<file path="src/inc/byte_alu_pkg.sv">
// Purpose: constants shared by the byte alu datapath and its file memory
// Assumes: one hclk domain, AHB-Lite register access, word transfers only
// Notes:   offsets are byte addresses on haddr[11:0]
//
// Summary of operation
// RULE_01: subtract with borrow gives file minus working minus inverted carry and updates carry, nibble carry and zero.
// RULE_02: a destination bit of 0 sends the result to the working register, 1 sends it back to the file register.
// RULE_03: nibble exchange swaps the low and high halves of the file value and leaves every flag alone.
// RULE_04: xor immediate combines the working register with an 8-bit literal, writes the working register and touches only zero.
// RULE_05: xor file combines the working register with the file value, writes the chosen destination and touches only zero.
// RULE_06: direction load copies the working register to port A, B or C direction for operand 5, 6 or 7.
// RULE_07: direction load takes only operands 5 to 7; any other operand is refused and loads nothing.
// RULE_08: zero is set when a result that updates it is all zero and cleared otherwise.
package byte_alu_pkg;

  ////////////////////////////////////////////////////////////////////////////
  // widths
  localparam int DATA_W  = 8;
  localparam int BUS_W   = 32;
  localparam int FADDR_W = 7;
  localparam int FDEPTH  = 128;
  localparam int OFF_W   = 12;

  ////////////////////////////////////////////////////////////////////////////
  // register offsets
  localparam logic [OFF_W-1:0] OFF_CMD    = 12'h000;
  localparam logic [OFF_W-1:0] OFF_WORK   = 12'h004;
  localparam logic [OFF_W-1:0] OFF_STATUS = 12'h008;
  localparam logic [OFF_W-1:0] OFF_DIR_A  = 12'h00C;
  localparam logic [OFF_W-1:0] OFF_DIR_B  = 12'h010;
  localparam logic [OFF_W-1:0] OFF_DIR_C  = 12'h014;
  localparam logic [OFF_W-1:0] OFF_FILE   = 12'h200;

  ////////////////////////////////////////////////////////////////////////////
  // command word fields
  localparam int CMD_K_LSB  = 0;
  localparam int CMD_F_LSB  = 8;
  localparam int CMD_D_BIT  = 15;
  localparam int CMD_OP_LSB = 16;
  localparam int OP_W       = 3;

  // operation codes
  localparam logic [OP_W-1:0] OP_SUB_BORROW = 3'h0;
  localparam logic [OP_W-1:0] OP_NIB_SWAP   = 3'h1;
  localparam logic [OP_W-1:0] OP_XOR_IMM    = 3'h2;
  localparam logic [OP_W-1:0] OP_XOR_FILE   = 3'h3;
  localparam logic [OP_W-1:0] OP_DIR_LOAD   = 3'h4;

  // direction load operand range
  localparam logic [FADDR_W-1:0] DIR_SEL_A = 7'h05;
  localparam logic [FADDR_W-1:0] DIR_SEL_C = 7'h07;
  localparam int                 NUM_DIR   = 3;

  ////////////////////////////////////////////////////////////////////////////
  // status bits and reset values
  localparam int ST_C   = 0;
  localparam int ST_DC  = 1;
  localparam int ST_Z   = 2;
  localparam int ST_ERR = 3;

  localparam logic [DATA_W-1:0] DIR_RESET  = 8'hFF;
  localparam logic [DATA_W-1:0] WORK_RESET = 8'h00;
  localparam logic [1:0]        HRESP_OKAY = 2'h0;

endpackage

</file>
<file path="src/rtl/byte_alu_instruction_subset.sv">
// Purpose: execution datapath for a small byte instruction subset
// Assumes: AHB-Lite single word transfers, one slave on the bus
// Notes:   a command write stalls one cycle while the file operand is read
module byte_alu_instruction_subset (
  // clock and reset
  input  wire logic                             hclk,
  input  wire logic                             hresetn,
  // ahb-lite slave
  input  wire logic                             hsel,
  input  wire logic [byte_alu_pkg::BUS_W-1:0]   haddr,
  input  wire logic [1:0]                       htrans,
  input  wire logic                             hwrite,
  input  wire logic [2:0]                       hsize,
  input  wire logic [byte_alu_pkg::BUS_W-1:0]   hwdata,
  input  wire logic                             hready,
  output logic      [byte_alu_pkg::BUS_W-1:0]   hrdata,
  output logic                                  hreadyout,
  output logic      [1:0]                       hresp,
  // port direction outputs
  output logic      [byte_alu_pkg::DATA_W-1:0]  port_a_direction,
  output logic      [byte_alu_pkg::DATA_W-1:0]  port_b_direction,
  output logic      [byte_alu_pkg::DATA_W-1:0]  port_c_direction,
  // core state
  output logic      [byte_alu_pkg::DATA_W-1:0]  work_reg,
  output logic                                  carry_flag,
  output logic                                  nibble_carry_flag,
  output logic                                  zero_flag
);
  import byte_alu_pkg::*;

  typedef enum logic [1:0] {S_IDLE, S_EXEC, S_FRD} state_type;

  state_type            state_r;
  logic                 dph_valid_r;
  logic                 dph_write_r;
  logic [OFF_W-1:0]     dph_addr_r;
  logic [BUS_W-1:0]     cmd_r;
  logic [DATA_W-1:0]    w_r;
  logic                 c_r;
  logic                 dc_r;
  logic                 z_r;
  logic                 err_r;
  logic [DATA_W-1:0]    dir_r [0:NUM_DIR-1];
  logic [BUS_W-1:0]     hrdata_r;

  // file window decode, used for both bus phases
  function automatic logic is_file(input logic [OFF_W-1:0] a);
    return a[OFF_W-1:9] == OFF_FILE[OFF_W-1:9];
  endfunction

  ////////////////////////////////////////////////////////////////////////////
  // bus phase decode
  wire              accept   = hsel & hready & htrans[1];
  wire [OFF_W-1:0]  a_off    = haddr[OFF_W-1:0];
  wire              a_file   = is_file(a_off);
  wire              idle     = state_r == S_IDLE;
  wire              dp_wr    = dph_valid_r & dph_write_r & idle;
  wire              cmd_wr   = dp_wr & (dph_addr_r == OFF_CMD);
  wire              bus_wr   = dp_wr & ~cmd_wr;
  wire              wr_work  = bus_wr & (dph_addr_r == OFF_WORK);
  wire              wr_stat  = bus_wr & (dph_addr_r == OFF_STATUS);
  wire              wr_file  = bus_wr & is_file(dph_addr_r);
  wire              rd_file  = accept & ~hwrite & a_file;
  wire              rd_reg   = accept & ~hwrite & ~a_file;

  // stall during the operand fetch and during a file read; the execute
  // cycle ends the command's data phase, so the command is not taken twice
  assign hreadyout = (idle & ~cmd_wr) | (state_r == S_EXEC);
  assign hresp     = HRESP_OKAY;
  assign hrdata    = hrdata_r;

  ////////////////////////////////////////////////////////////////////////////
  // command fields, valid in the execute cycle
  wire [OP_W-1:0]    op      = cmd_r[CMD_OP_LSB +: OP_W];
  wire [FADDR_W-1:0] f_addr  = cmd_r[CMD_F_LSB +: FADDR_W];
  wire               d_bit   = cmd_r[CMD_D_BIT];
  wire [DATA_W-1:0]  k_lit   = cmd_r[CMD_K_LSB +: DATA_W];
  wire               exec    = state_r == S_EXEC;
  wire [DATA_W-1:0]  fval;

  // operation decode
  wire is_sub  = op == OP_SUB_BORROW;
  wire is_swap = op == OP_NIB_SWAP;
  wire is_xi   = op == OP_XOR_IMM;
  wire is_xf   = op == OP_XOR_FILE;
  wire is_dir  = op == OP_DIR_LOAD;
  wire dir_ok  = (f_addr >= DIR_SEL_A) & (f_addr <= DIR_SEL_C); // RULE_07
  wire has_dst = is_sub | is_swap | is_xf;
  wire op_ok   = has_dst | is_xi | (is_dir & dir_ok);            // RULE_07

  ////////////////////////////////////////////////////////////////////////////
  // arithmetic: f + ~w + c is f - w - borrow
  wire [DATA_W:0] sub_sum = {1'b0, fval} + {1'b0, ~w_r}
                          + {{DATA_W{1'b0}}, c_r};               // RULE_01
  wire [4:0]      lo_sum  = {1'b0, fval[3:0]} + {1'b0, ~w_r[3:0]}
                          + {4'h0, c_r};                         // RULE_01
  wire [DATA_W-1:0] swap_res = {fval[3:0], fval[7:4]};           // RULE_03
  wire [DATA_W-1:0] xi_res   = w_r ^ k_lit;                      // RULE_04
  wire [DATA_W-1:0] xf_res   = w_r ^ fval;                       // RULE_05

  // result selection
  wire [DATA_W-1:0] result = is_sub  ? sub_sum[DATA_W-1:0] :
                             is_swap ? swap_res :
                             is_xi   ? xi_res : xf_res;

  // destination steering
  wire go      = exec & op_ok;
  wire to_work = go & (is_xi | (has_dst & ~d_bit));              // RULE_02
  wire to_file = go & has_dst & d_bit;                           // RULE_02
  wire upd_z   = go & (is_sub | is_xi | is_xf);                  // RULE_08
  wire upd_cdc = go & is_sub;                                    // RULE_01
  wire res_z   = result == '0;                                   // RULE_08

  ////////////////////////////////////////////////////////////////////////////
  // file memory ports
  wire [FADDR_W-1:0] mem_raddr = cmd_wr ? hwdata[CMD_F_LSB +: FADDR_W]
                                        : haddr[FADDR_W+1:2];
  wire               mem_we    = to_file | wr_file;
  wire [FADDR_W-1:0] mem_waddr = exec ? f_addr : dph_addr_r[FADDR_W+1:2];
  wire [DATA_W-1:0]  mem_wdata = exec ? result : hwdata[DATA_W-1:0];

  file_reg_mem #(
    .WIDTH (DATA_W),
    .DEPTH (FDEPTH),
    .AW    (FADDR_W)
  ) u_file_mem (
    .hclk    (hclk),
    .hresetn (hresetn),
    .we      (mem_we),
    .waddr   (mem_waddr),
    .wdata   (mem_wdata),
    .raddr   (mem_raddr),
    .rdata   (fval)
  );

  ////////////////////////////////////////////////////////////////////////////
  // register read mux for the address phase
  wire [BUS_W-1:0] stat_word = {{(BUS_W-4){1'b0}}, err_r, z_r, dc_r, c_r};
  wire [BUS_W-1:0] rd_mux =
    (a_off == OFF_WORK)   ? {{(BUS_W-DATA_W){1'b0}}, w_r} :
    (a_off == OFF_STATUS) ? stat_word :
    (a_off == OFF_DIR_A)  ? {{(BUS_W-DATA_W){1'b0}}, dir_r[0]} :
    (a_off == OFF_DIR_B)  ? {{(BUS_W-DATA_W){1'b0}}, dir_r[1]} :
    (a_off == OFF_DIR_C)  ? {{(BUS_W-DATA_W){1'b0}}, dir_r[2]} :
    '0;

  ////////////////////////////////////////////////////////////////////////////
  // bus data phase tracking
  always_ff @(posedge hclk or negedge hresetn) begin
    if (!hresetn) begin
      dph_valid_r <= 1'b0;
      dph_write_r <= 1'b0;
      dph_addr_r  <= '0;
    end else if (hready) begin
      dph_valid_r <= accept;
      dph_write_r <= hwrite;
      dph_addr_r  <= a_off;
    end
  end

  // sequencer: idle, execute, file read wait
  always_ff @(posedge hclk or negedge hresetn) begin
    if (!hresetn) begin
      state_r <= S_IDLE;
      cmd_r   <= '0;
    end else begin
      case (state_r)
        S_IDLE: begin
          if (cmd_wr) begin
            state_r <= S_EXEC;
            cmd_r   <= hwdata;
          end else if (rd_file) begin
            state_r <= S_FRD;
          end
        end
        S_EXEC: begin
          // a file read may be taken while the command executes
          if (rd_file) begin
            state_r <= S_FRD;
          end else begin
            state_r <= S_IDLE;
          end
        end
        S_FRD:  state_r <= S_IDLE;
        default: state_r <= S_IDLE;
      endcase
    end
  end

  // read data register
  always_ff @(posedge hclk or negedge hresetn) begin
    if (!hresetn) begin
      hrdata_r <= '0;
    end else if (state_r == S_FRD) begin
      hrdata_r <= {{(BUS_W-DATA_W){1'b0}}, fval};
    end else if (rd_reg) begin
      hrdata_r <= rd_mux;
    end
  end

  // working register
  always_ff @(posedge hclk or negedge hresetn) begin
    if (!hresetn) begin
      w_r <= WORK_RESET;
    end else if (to_work) begin
      w_r <= result;                                             // RULE_02
    end else if (wr_work) begin
      w_r <= hwdata[DATA_W-1:0];
    end
  end

  // flags; a nibble exchange never reaches them
  always_ff @(posedge hclk or negedge hresetn) begin
    if (!hresetn) begin
      c_r   <= 1'b0;
      dc_r  <= 1'b0;
      z_r   <= 1'b0;
      err_r <= 1'b0;
    end else begin
      if (upd_cdc) begin
        c_r  <= sub_sum[DATA_W];                                 // RULE_01
        dc_r <= lo_sum[4];                                       // RULE_01
      end else if (wr_stat) begin
        c_r  <= hwdata[ST_C];
        dc_r <= hwdata[ST_DC];
      end
      if (upd_z) begin
        z_r <= res_z;                                            // RULE_08
      end else if (wr_stat) begin
        z_r <= hwdata[ST_Z];
      end
      if (exec & ~op_ok) begin
        err_r <= 1'b1;                                           // RULE_07
      end else if (wr_stat & hwdata[ST_ERR]) begin
        err_r <= 1'b0;
      end
    end
  end

  // direction registers, one per port
  genvar gi;
  generate
    for (gi = 0; gi < NUM_DIR; gi++) begin : g_dir
      wire [FADDR_W-1:0] sel = DIR_SEL_A + FADDR_W'(gi);
      always_ff @(posedge hclk or negedge hresetn) begin
        if (!hresetn) begin
          dir_r[gi] <= DIR_RESET;
        end else if (go & is_dir & (f_addr == sel)) begin
          dir_r[gi] <= w_r;                                      // RULE_06
        end
      end
    end
  endgenerate

  // core state outputs
  assign port_a_direction  = dir_r[0];
  assign port_b_direction  = dir_r[1];
  assign port_c_direction  = dir_r[2];
  assign work_reg          = w_r;
  assign carry_flag        = c_r;
  assign nibble_carry_flag = dc_r;
  assign zero_flag         = z_r;

endmodule

</file>
<file path="src/rtl/file_reg_mem.sv">
// Purpose: file register storage with registered read data
// Assumes: one write and one read port on hclk
// Notes:   read data appear one edge after the read address
module file_reg_mem #(
  parameter int WIDTH = 8,
  parameter int DEPTH = 128,
  parameter int AW    = 7
) (
  // clock and reset
  input  wire logic             hclk,
  input  wire logic             hresetn,
  // write port
  input  wire logic             we,
  input  wire logic [AW-1:0]    waddr,
  input  wire logic [WIDTH-1:0] wdata,
  // read port
  input  wire logic [AW-1:0]    raddr,
  output logic      [WIDTH-1:0] rdata
);

  logic [WIDTH-1:0] mem_r [0:DEPTH-1];
  logic [WIDTH-1:0] rdata_r;

  // storage write, no reset on the array
  always_ff @(posedge hclk) begin
    if (we) begin
      mem_r[waddr] <= wdata;
    end
  end

  // registered read
  always_ff @(posedge hclk or negedge hresetn) begin
    if (!hresetn) begin
      rdata_r <= '0;
    end else begin
      rdata_r <= mem_r[raddr];
    end
  end

  assign rdata = rdata_r;

endmodule

</file>
<file path="config.mk">
export PLATFORM = sky130hd
export DESIGN_NAME = byte_alu_instruction_subset
export DESIGN_NICKNAME = d
export VERILOG_FILES = /design/src/inc/byte_alu_pkg.sv /design/src/rtl/byte_alu_instruction_subset.sv /design/src/rtl/file_reg_mem.sv
export SDC_FILE = /design/constraint.sdc
export NUM_CORES = 1
export LEC_CHECK = 0
export BUFFER_PORTS_ARGS = -buffer_cell sky130_fd_sc_hd__buf_2
export CAP_MARGIN = 20
export CORE_MARGIN = 2
export CORE_UTILIZATION = 40
export CTS_CLUSTER_DIAMETER = 40
export DETAILED_ROUTE_END_ITERATION = 12
export REMOVE_ABC_BUFFERS = 1
export SLEW_MARGIN = 20
export SYNTH_ARGS = -nofsm -noshare
export SYNTH_HDL_FRONTEND = slang
export SYNTH_SLANG_ARGS = --single-unit
export TNS_END_PERCENT = 10
</file>
<file path="constraint.sdc">
create_clock -name hclk -period 9.95 [get_ports hclk]
set_clock_uncertainty 0.05 [all_clocks]
set_input_delay 0 -clock hclk [delete_from_list [all_inputs] [get_ports hclk]]
set_output_delay 0 -clock hclk [all_outputs]
set_load 0.02 [all_outputs]
</file>
==> results of run 1 <==
==> final timing paths <==
path / slack [ns] / depth (start not counted) / endpoint
worst max-delay path: 4.01 / 12 / u_file_mem.rdata[1]$_DFF_PN0_
worst min-delay path: 0.04 / 4 / cmd_r[17]$_DFFE_PN0P_
worst max register to register: 4.01 / 12 / u_file_mem.rdata[1]$_DFF_PN0_
worst min register to register: 0.42 / 2 / cmd_r[1]$_DFFE_PN0P_
max in group asynchronous: 8.76 / 4 / hrdata[0]$_DFFE_PN0P_
min in group asynchronous: 0.40 / 4 / cmd_r[0]$_DFFE_PN0P_
==> cells by family after synthesis <==
logic type	after synthesis	share of synthesized area [%]
AND/OR/NAND/NOR	1410	13.0
flip-flops	1111	72.6
AO/OA/AOI/OAI	556	7.74
buffers and inverters	243	2.64
multiplexers	149	3.41
XOR/XNOR	12	0.232
adder cells (fa/ha/maj)	9	0.281
other	1	0.00827
==> final cells by class <==
class / instances / area [µm²] / area share (%)
flip-flops and latches: 1111 / 33000 / 62.9
multi-input cells: 2162 / 11600 / 22.1
clock buffers: 158 / 3530 / 6.74
well taps: 1500 / 1880 / 3.58
repair buffers: 196 / 1460 / 2.79
clock inverters: 85 / 958 / 1.83
inverters: 17 / 63.8 / 0.122
==> what timing repair did <==
item | CTS | global route
hold buffers | 55 | 0
hold endpoints to repair | 167 | 0
resized for setup | 0 | 0
==> cells in the mapped netlist (3+ instances only) <==
cell type	instances
o2bb2ai_1	5
dfstp_2	24
o21ai_1	3
nor2b_1	14
nor2_1	183
nor3_1	18
nand2b_1	7
nor2_2	3
nand3b_1	11
o22ai_1	3
a221oi_1	6
o221ai_1	3
buf_2	59
a22o_1	8
buf_1	6
dfrtp_1	63
a2111oi_0	43
or3_1	3
inv_1	16
mux2i_1	105
o32ai_1	6
a31oi_1	39
a222oi_1	8
nand4_1	52
nand2_1	894
o21ai_0	86
ha_1	7
clkbuf_1	110
nand3_1	196
a21oi_1	228
or4_1	4
nor4_1	9
a32oi_1	50
o21a_1	3
a22oi_1	30
buf_6	6
o31ai_1	3
a211oi_1	21
mux2_2	43
edfxtp_1	1024
nor3b_1	4
buf_4	45
xnor2_1	11
==> worst min-delay path, cell delays in order <==
cell and delay [ns]:
dlygate4sd3_1 0.52, buf_2 0.15, nand2_1 0.06, nand2_1 0.06
==> through the flow <==
| step | instance area, µm² | cells | setup WS, ns | total power [µW] | utilization (%) |
|---|---|---|---|---|---|
| finish | 52400 | 5229 | 4.01 | 10700 | 46.6 |
| global route | 52400 | 5229 | 3.97 | 11000 | 46.6 |
| CTS | 52400 | 5227 | 4.03 | 10700 | 46.6 |
| detailed placement | 47300 | 4929 | 4.04 | 5840 | 42.1 |
| global placement | 47300 | 4929 | 4.15 | 5830 | 42.1 |
| floorplan | 44300 | 3290 | -5.86 | 5640 | - |
==> per-layer routing <==
metal,GRT usage [%],wire length (µm)
met2,33.3,58400
met5,0,41
met3,3.97,10200
met1,29.9,53400
met4,7.58,3910
==> power groups by stage <==
stage	Clock, µW	Sequential [µW]	Combinational, µW
6_report	4920	5150	618
5_1_grt	5160	5150	663
4_1_cts	4970	5150	613
3_5_place_dp	0	5250	591
3_3_place_gp	0	5250	584
2_1_floorplan	0	5260	376
==> run metrics, run 1 <==
synth warn 0; most frequent cells in the layout edfxtp_1 (1024), nand2_1 (891), a21oi_1 (228); Slew headroom 23.1%; CTS buffer count 135; num rows 123; Final #Nets 3706; number of synthesized register bits 1111; global-route usage over all layers 21.3%; Critical Path Most Common Cell buf_4; WP data required 10.42 ns; area of the core 112000 µm²; Worst Tran Pin Value 1.14 ns; GRT Residual Overflow 0; Internal Dissipation 8210 µW; Post-Syn Area 45400 µm²; Seq/Total Area, Yosys 72.6%; Worst Setup SP dph_addr_r[5]$_DFFE_PN0P_; largest net degree at the start of global routing 130; final setup fails 0; routed via count 29500; Syn-to-layout area delta 15.5%; CP max-delay cell nor4_1; Pleak 0.0177 µW; top cell type by total area after synthesis edfxtp_1; main flop type after synthesis edfxtp_1; CTS max path bufs 3; cell area power density 204 nW/µm²; worst-path fanout max 40; Peak VDD IR 0.000122 V; status complete, no violations; share of post-route cells with drive strength above 1 12.1%; hold_sp hwdata[17]; Synth top area share 67.8%; vias in the first global route 28000; Worst-path clk slew 0.05 ns; Final ANT Viol Nets 0; CTS root buf clkbuf_16; total net switching power 2470 µW; Hold Path Class in2reg; FMAX 168 MHz; H-tree levels 4; commonest non-fill, non-tap cell in the layout edfxtp_1; WL/cell 24.1 µm; initial core utilization 40.3%; final hold viol count 0; setup bufs post-CTS 0; RR Startpoint dph_addr_r[5]$_DFFE_PN0P_; mean area per synthesized cell 13.0 µm²; sw frac 23.1%; Worst Path Class, Setup reg2reg; 1st-iter DRT viols 3557; drt via density 5.64; largest registers u_file_mem.mem_r (1024), cmd_r (19), dph_addr_r (12); crit path buf inv count 3; Top Family by Delay on Critical Path simple AND/OR/NAND/NOR gates; max FFs per register 1024; first-pass GRT wire length 185000 µm; DR pass1 iterations 5; Crit path largest cell delay 0.99 ns; number of fill cells 9781; max_cap viols 0; Detailed Place HPWL 73800 µm; Worst Setup End Kind flop; CTS sink cnt 1111; Die ar. 116000 µm²; Post-route DRC 0; Skew-Pair Late Insertion Delay 0.75 ns; Synth Instances 3491; worst endpoint data arrival time 6.41 ns; Clock power frac 46.0%; RSZ-0062 raised after global routing no; GPL Wtd Cong 0.879; period utilization 59.7%; Ports 144; CP Launch Type flop; buffers added on ports 80; die height 341 µm; asr flop ratio synth 7.83%; Reg power frac 48.2%; diode count 0; TNS Setup 0 ns; Top reg by flops u_file_mem.mem_r; distinct cell type count after synthesis 68; DIE WIDTH 341 µm; initial antenna violation count 4; Slew Limit Fails 0; Comb pwr share 5.8%; EDFF count, synth 1024; post-layout min period 5.94 ns; synth top area cells edfxtp_1 (68%), nand2_1 (7.4%), dfrtp_1 (3.5%); Fin Hold WS 0.0402 ns; worst path cell trace or4_4, nor4_4, buf_4, mux2_2, buf_4, nor2_4, buf_4, a22oi_1, a31oi_1, a211oi_1, nor4_1, a21oi_1; CTS tree built; DRT Wirelength 126000 µm
Note: power is estimated with default switching activity, not from simulation.
==> inputs of run 2 (changes only) <==
--- a/config.mk
+++ b/config.mk
@@ -5,6 +5,7 @@
 export SDC_FILE = /design/constraint.sdc
 export NUM_CORES = 1
 export LEC_CHECK = 0
+export ABC_AREA = 1
 export BUFFER_PORTS_ARGS = -buffer_cell sky130_fd_sc_hd__buf_2
 export CAP_MARGIN = 20
 export CORE_MARGIN = 2
==> constraint.sdc (replaced) <==
create_clock -name hclk -period 4.9 [get_ports hclk]
set_clock_uncertainty 0.05 [all_clocks]
set_input_delay 0 -clock hclk [delete_from_list [all_inputs] [get_ports hclk]]
set_output_delay 0 -clock hclk [all_outputs]
set_load 0.02 [all_outputs]
==> run metrics, run 2 <==
design area 58000 µm² (+11%); synth top area cells edfxtp_1 (61%), nand3_1 (9.7%), nand2_1 (7.0%); commonest non-fill, non-tap cell in the layout edfxtp_1; die height 359 µm (+5.3%); RSZ-0062 raised after global routing no; largest registers u_file_mem.mem_r (1024), cmd_r (19), dph_addr_r (12); worst-path fanout max 55 (+38%); Seq/Total Area, Yosys 65.4% (-7.3 points); cell area power density 391 nW/µm² (+92%); max FFs per register 1024 (unchanged); Placed Cells 6302 (+28%); Tot Pwr 22700 µW (+110%); final setup fails 0 (unchanged); Post-Syn Area 50400 µm² (+11%); WL/cell 20.6 µm (-14%); final hold viol count 0 (unchanged); distinct cell type count after synthesis 46 (-32%); area of the core 125000 µm² (+11%); largest net degree at the start of global routing 142 (+9.2%); hold bufs inserted after CTS 53 (-3.6%); Critical Path Most Common Cell nand2_1; Top reg by flops u_file_mem.mem_r; Final #Nets 4939 (+33%); vias in the first global route 33500 (+20%); mean area per synthesized cell 10.5 µm² (-19%); asr flop ratio synth 7.83% (unchanged); period utilization 83.2% (+23 points); Synth Instances 4781 (+37%); top cell type by total area after synthesis edfxtp_1; CTS max path bufs 3 (unchanged); EDFF count, synth 1024 (unchanged); Synth top area share 61.0% (-6.8 points); CTS tree built; DRT Wirelength 137000 µm (+8.5%); global-route usage over all layers 20.9% (-0.38 points); worst endpoint data arrival time 4.73 ns (-1.68 ns); most frequent cells after synthesis edfxtp_1 (1024), nand3_1 (982), nand2_1 (945); 1st-iter DRT viols 3375 (-5.1%); DIE WIDTH 359 µm (+5.3%); num rows 130 (+5.7%); Skew-Pair Late Insertion Delay 0.77 ns (+0.02 ns); Worst Path Class, Setup reg2reg; initial antenna violation count 1 (-3); Worst Setup End Kind flop; routed via count 34800 (+18%); Resize count post-CTS 0 (unchanged); cell with the most instances after synthesis edfxtp_1; diode count 0 (unchanged); Syn-to-layout area delta 15.1%; status complete, no violations; GRT Residual Overflow 0 (unchanged); number of synthesized register bits 1111 (unchanged); initial core utilization 40.2% (-0.13 points); Top Metal Used met4; WP data required 5.55 ns (-4.87 ns); area of placed instances 52400 µm² (+11%); Crit path largest cell delay 0.50 ns (-0.49 ns); Slew headroom 32.0% (+8.9 points); DR pass1 iterations 6 (+1); Hold Path Class in2reg; Final ANT Viol Nets 0 (unchanged); metal3 WL 9550 µm (-6.3%); met2 routed WL 63600 µm (+8.9%); TNS Setup 0 ns (unchanged); Post-Route M1 WL 58900 µm (+10%); Pleak 0.0229 µW (+30%); post-layout min period 4.08 ns (-1.86 ns); Worst-path clk slew 0.06 ns (about the same); first-pass GRT wire length 207000 µm (+12%); drt via density 5.26 (-6.8%); setup bufs post-CTS 0 (unchanged); Ports 144 (unchanged); CTS buffer count 148 (+9.6%); CP max-delay cell buf_4; buffers added on ports 80 (unchanged); max_cap viols 0 (unchanged); CP Launch Type flop; Fin Hold WS 0.0755 ns (+0.0353 ns); CTS root buf clkbuf_16; Die ar. 129000 µm² (+11%); GPL Wtd Cong 0.892 (+1.5%); Slew Limit Fails 0 (unchanged); Final Non-Filler Cells 6627 (+27%); Detailed Place HPWL 76000 µm (+3.1%); worst path cell trace inv_2, nand2_1, nor2_2, nand3_4, nand2_8, nand2_8, inv_4, buf_4, nand2_1, nand2_1, nand2_1, nand3_1, nand3_1, nand3_1, nand3_1, nand2_1, nand2_1, nand2_1; Post-route DRC 0 (unchanged); CTS sink cnt 1111 (unchanged); H-tree levels 4 (unchanged); synth warn 0 (unchanged); Peak VDD IR 0.000339 V (+180%); Worst Tran Pin Value 1.02 ns (-0.122 ns); share of post-route cells with drive strength above 1 9.20% (-2.9 points); FMAX 245 MHz (+46%); main flop type after synthesis edfxtp_1; most frequent cells in the layout edfxtp_1 (1024), nand3_1 (982), nand2_1 (944)
==> run 2: cell type report <==
cell class	count	area, µm²
clock buffer	173	3950
clock inverter	98	1100
fill	11300	67400
inverter	661	2490
multi-input combinational	2718	13600
sequential	1111	33000
tap	1650	2060
timing repair buffer	216	1890
==> run 2: final timing paths <==
check / start / end / slack [ns] / cells after the start
worst max register to register: dph_addr_r[0]$_DFFE_PN0P_ / u_file_mem.rdata[0]$_DFF_PN0_ / 0.82 / 18
worst min register to register: cmd_r[1]$_DFFE_PN0P_ / cmd_r[1]$_DFFE_PN0P_ / 0.43 / 2
max in group asynchronous: hresetn / cmd_r[12]$_DFFE_PN0P_ / 3.75 / 4
worst min-delay path: haddr[8] / dph_addr_r[8]$_DFFE_PN0P_ / 0.08 / 4
min in group asynchronous: hresetn / hrdata[5]$_DFFE_PN0P_ / 0.20 / 4
worst max-delay path: dph_addr_r[0]$_DFFE_PN0P_ / u_file_mem.rdata[0]$_DFF_PN0_ / 0.82 / 18
==> run 2: worst max-delay path, delay by kind of cell, from the launching register on <==
kind          cells  cell delay (ns)
simple gates     15             2.52
buf+inv           3             0.98
flops             1             0.37
==> run 2: per-stage QoR <==
stage / setup slack (ns) / utilization (%)
6_report: 0.823 / 46.3
5_1_grt: 0.489 / 46.3
4_1_cts: 0.845 / 46.2
3_5_place_dp: 0.901 / 41.8
3_3_place_gp: 0.927 / 41.8
2_1_floorplan: -8.54 / -
==> run 2: cell families (layout without fill, tap and decap cells) <==
| kind of cell | count (synthesis) | after routing | synth area share (%) |
|---|---|---|---|
| mux | 3 | 3 | 0.0670 |
| xor+xnor | 8 | 8 | 0.139 |
| compound gates | 175 | 175 | 2.06 |
| flops | 1111 | 1111 | 65.4 |
| buf+inv | 977 | 1148 | 8.19 |
| simple gates | 2497 | 2497 | 23.9 |
| fa+ha+maj | 9 | 9 | 0.253 |
| other cells | 1 | 26 | 0.00744 |
==> run 2: metal layers <==
metal | track usage, % | vias up
li1 | - | 16400
met1 | 28.3 | 16900
met2 | 33.6 | 1320
met3 | 3.81 | 250
met4 | 8.03 | 0
met5 | 0 | -
==> run 2: where the power goes <==
part,switching [µW],internal (µW)
sequential,28.5,10400
combinational,1000,363
clock,4160,6750
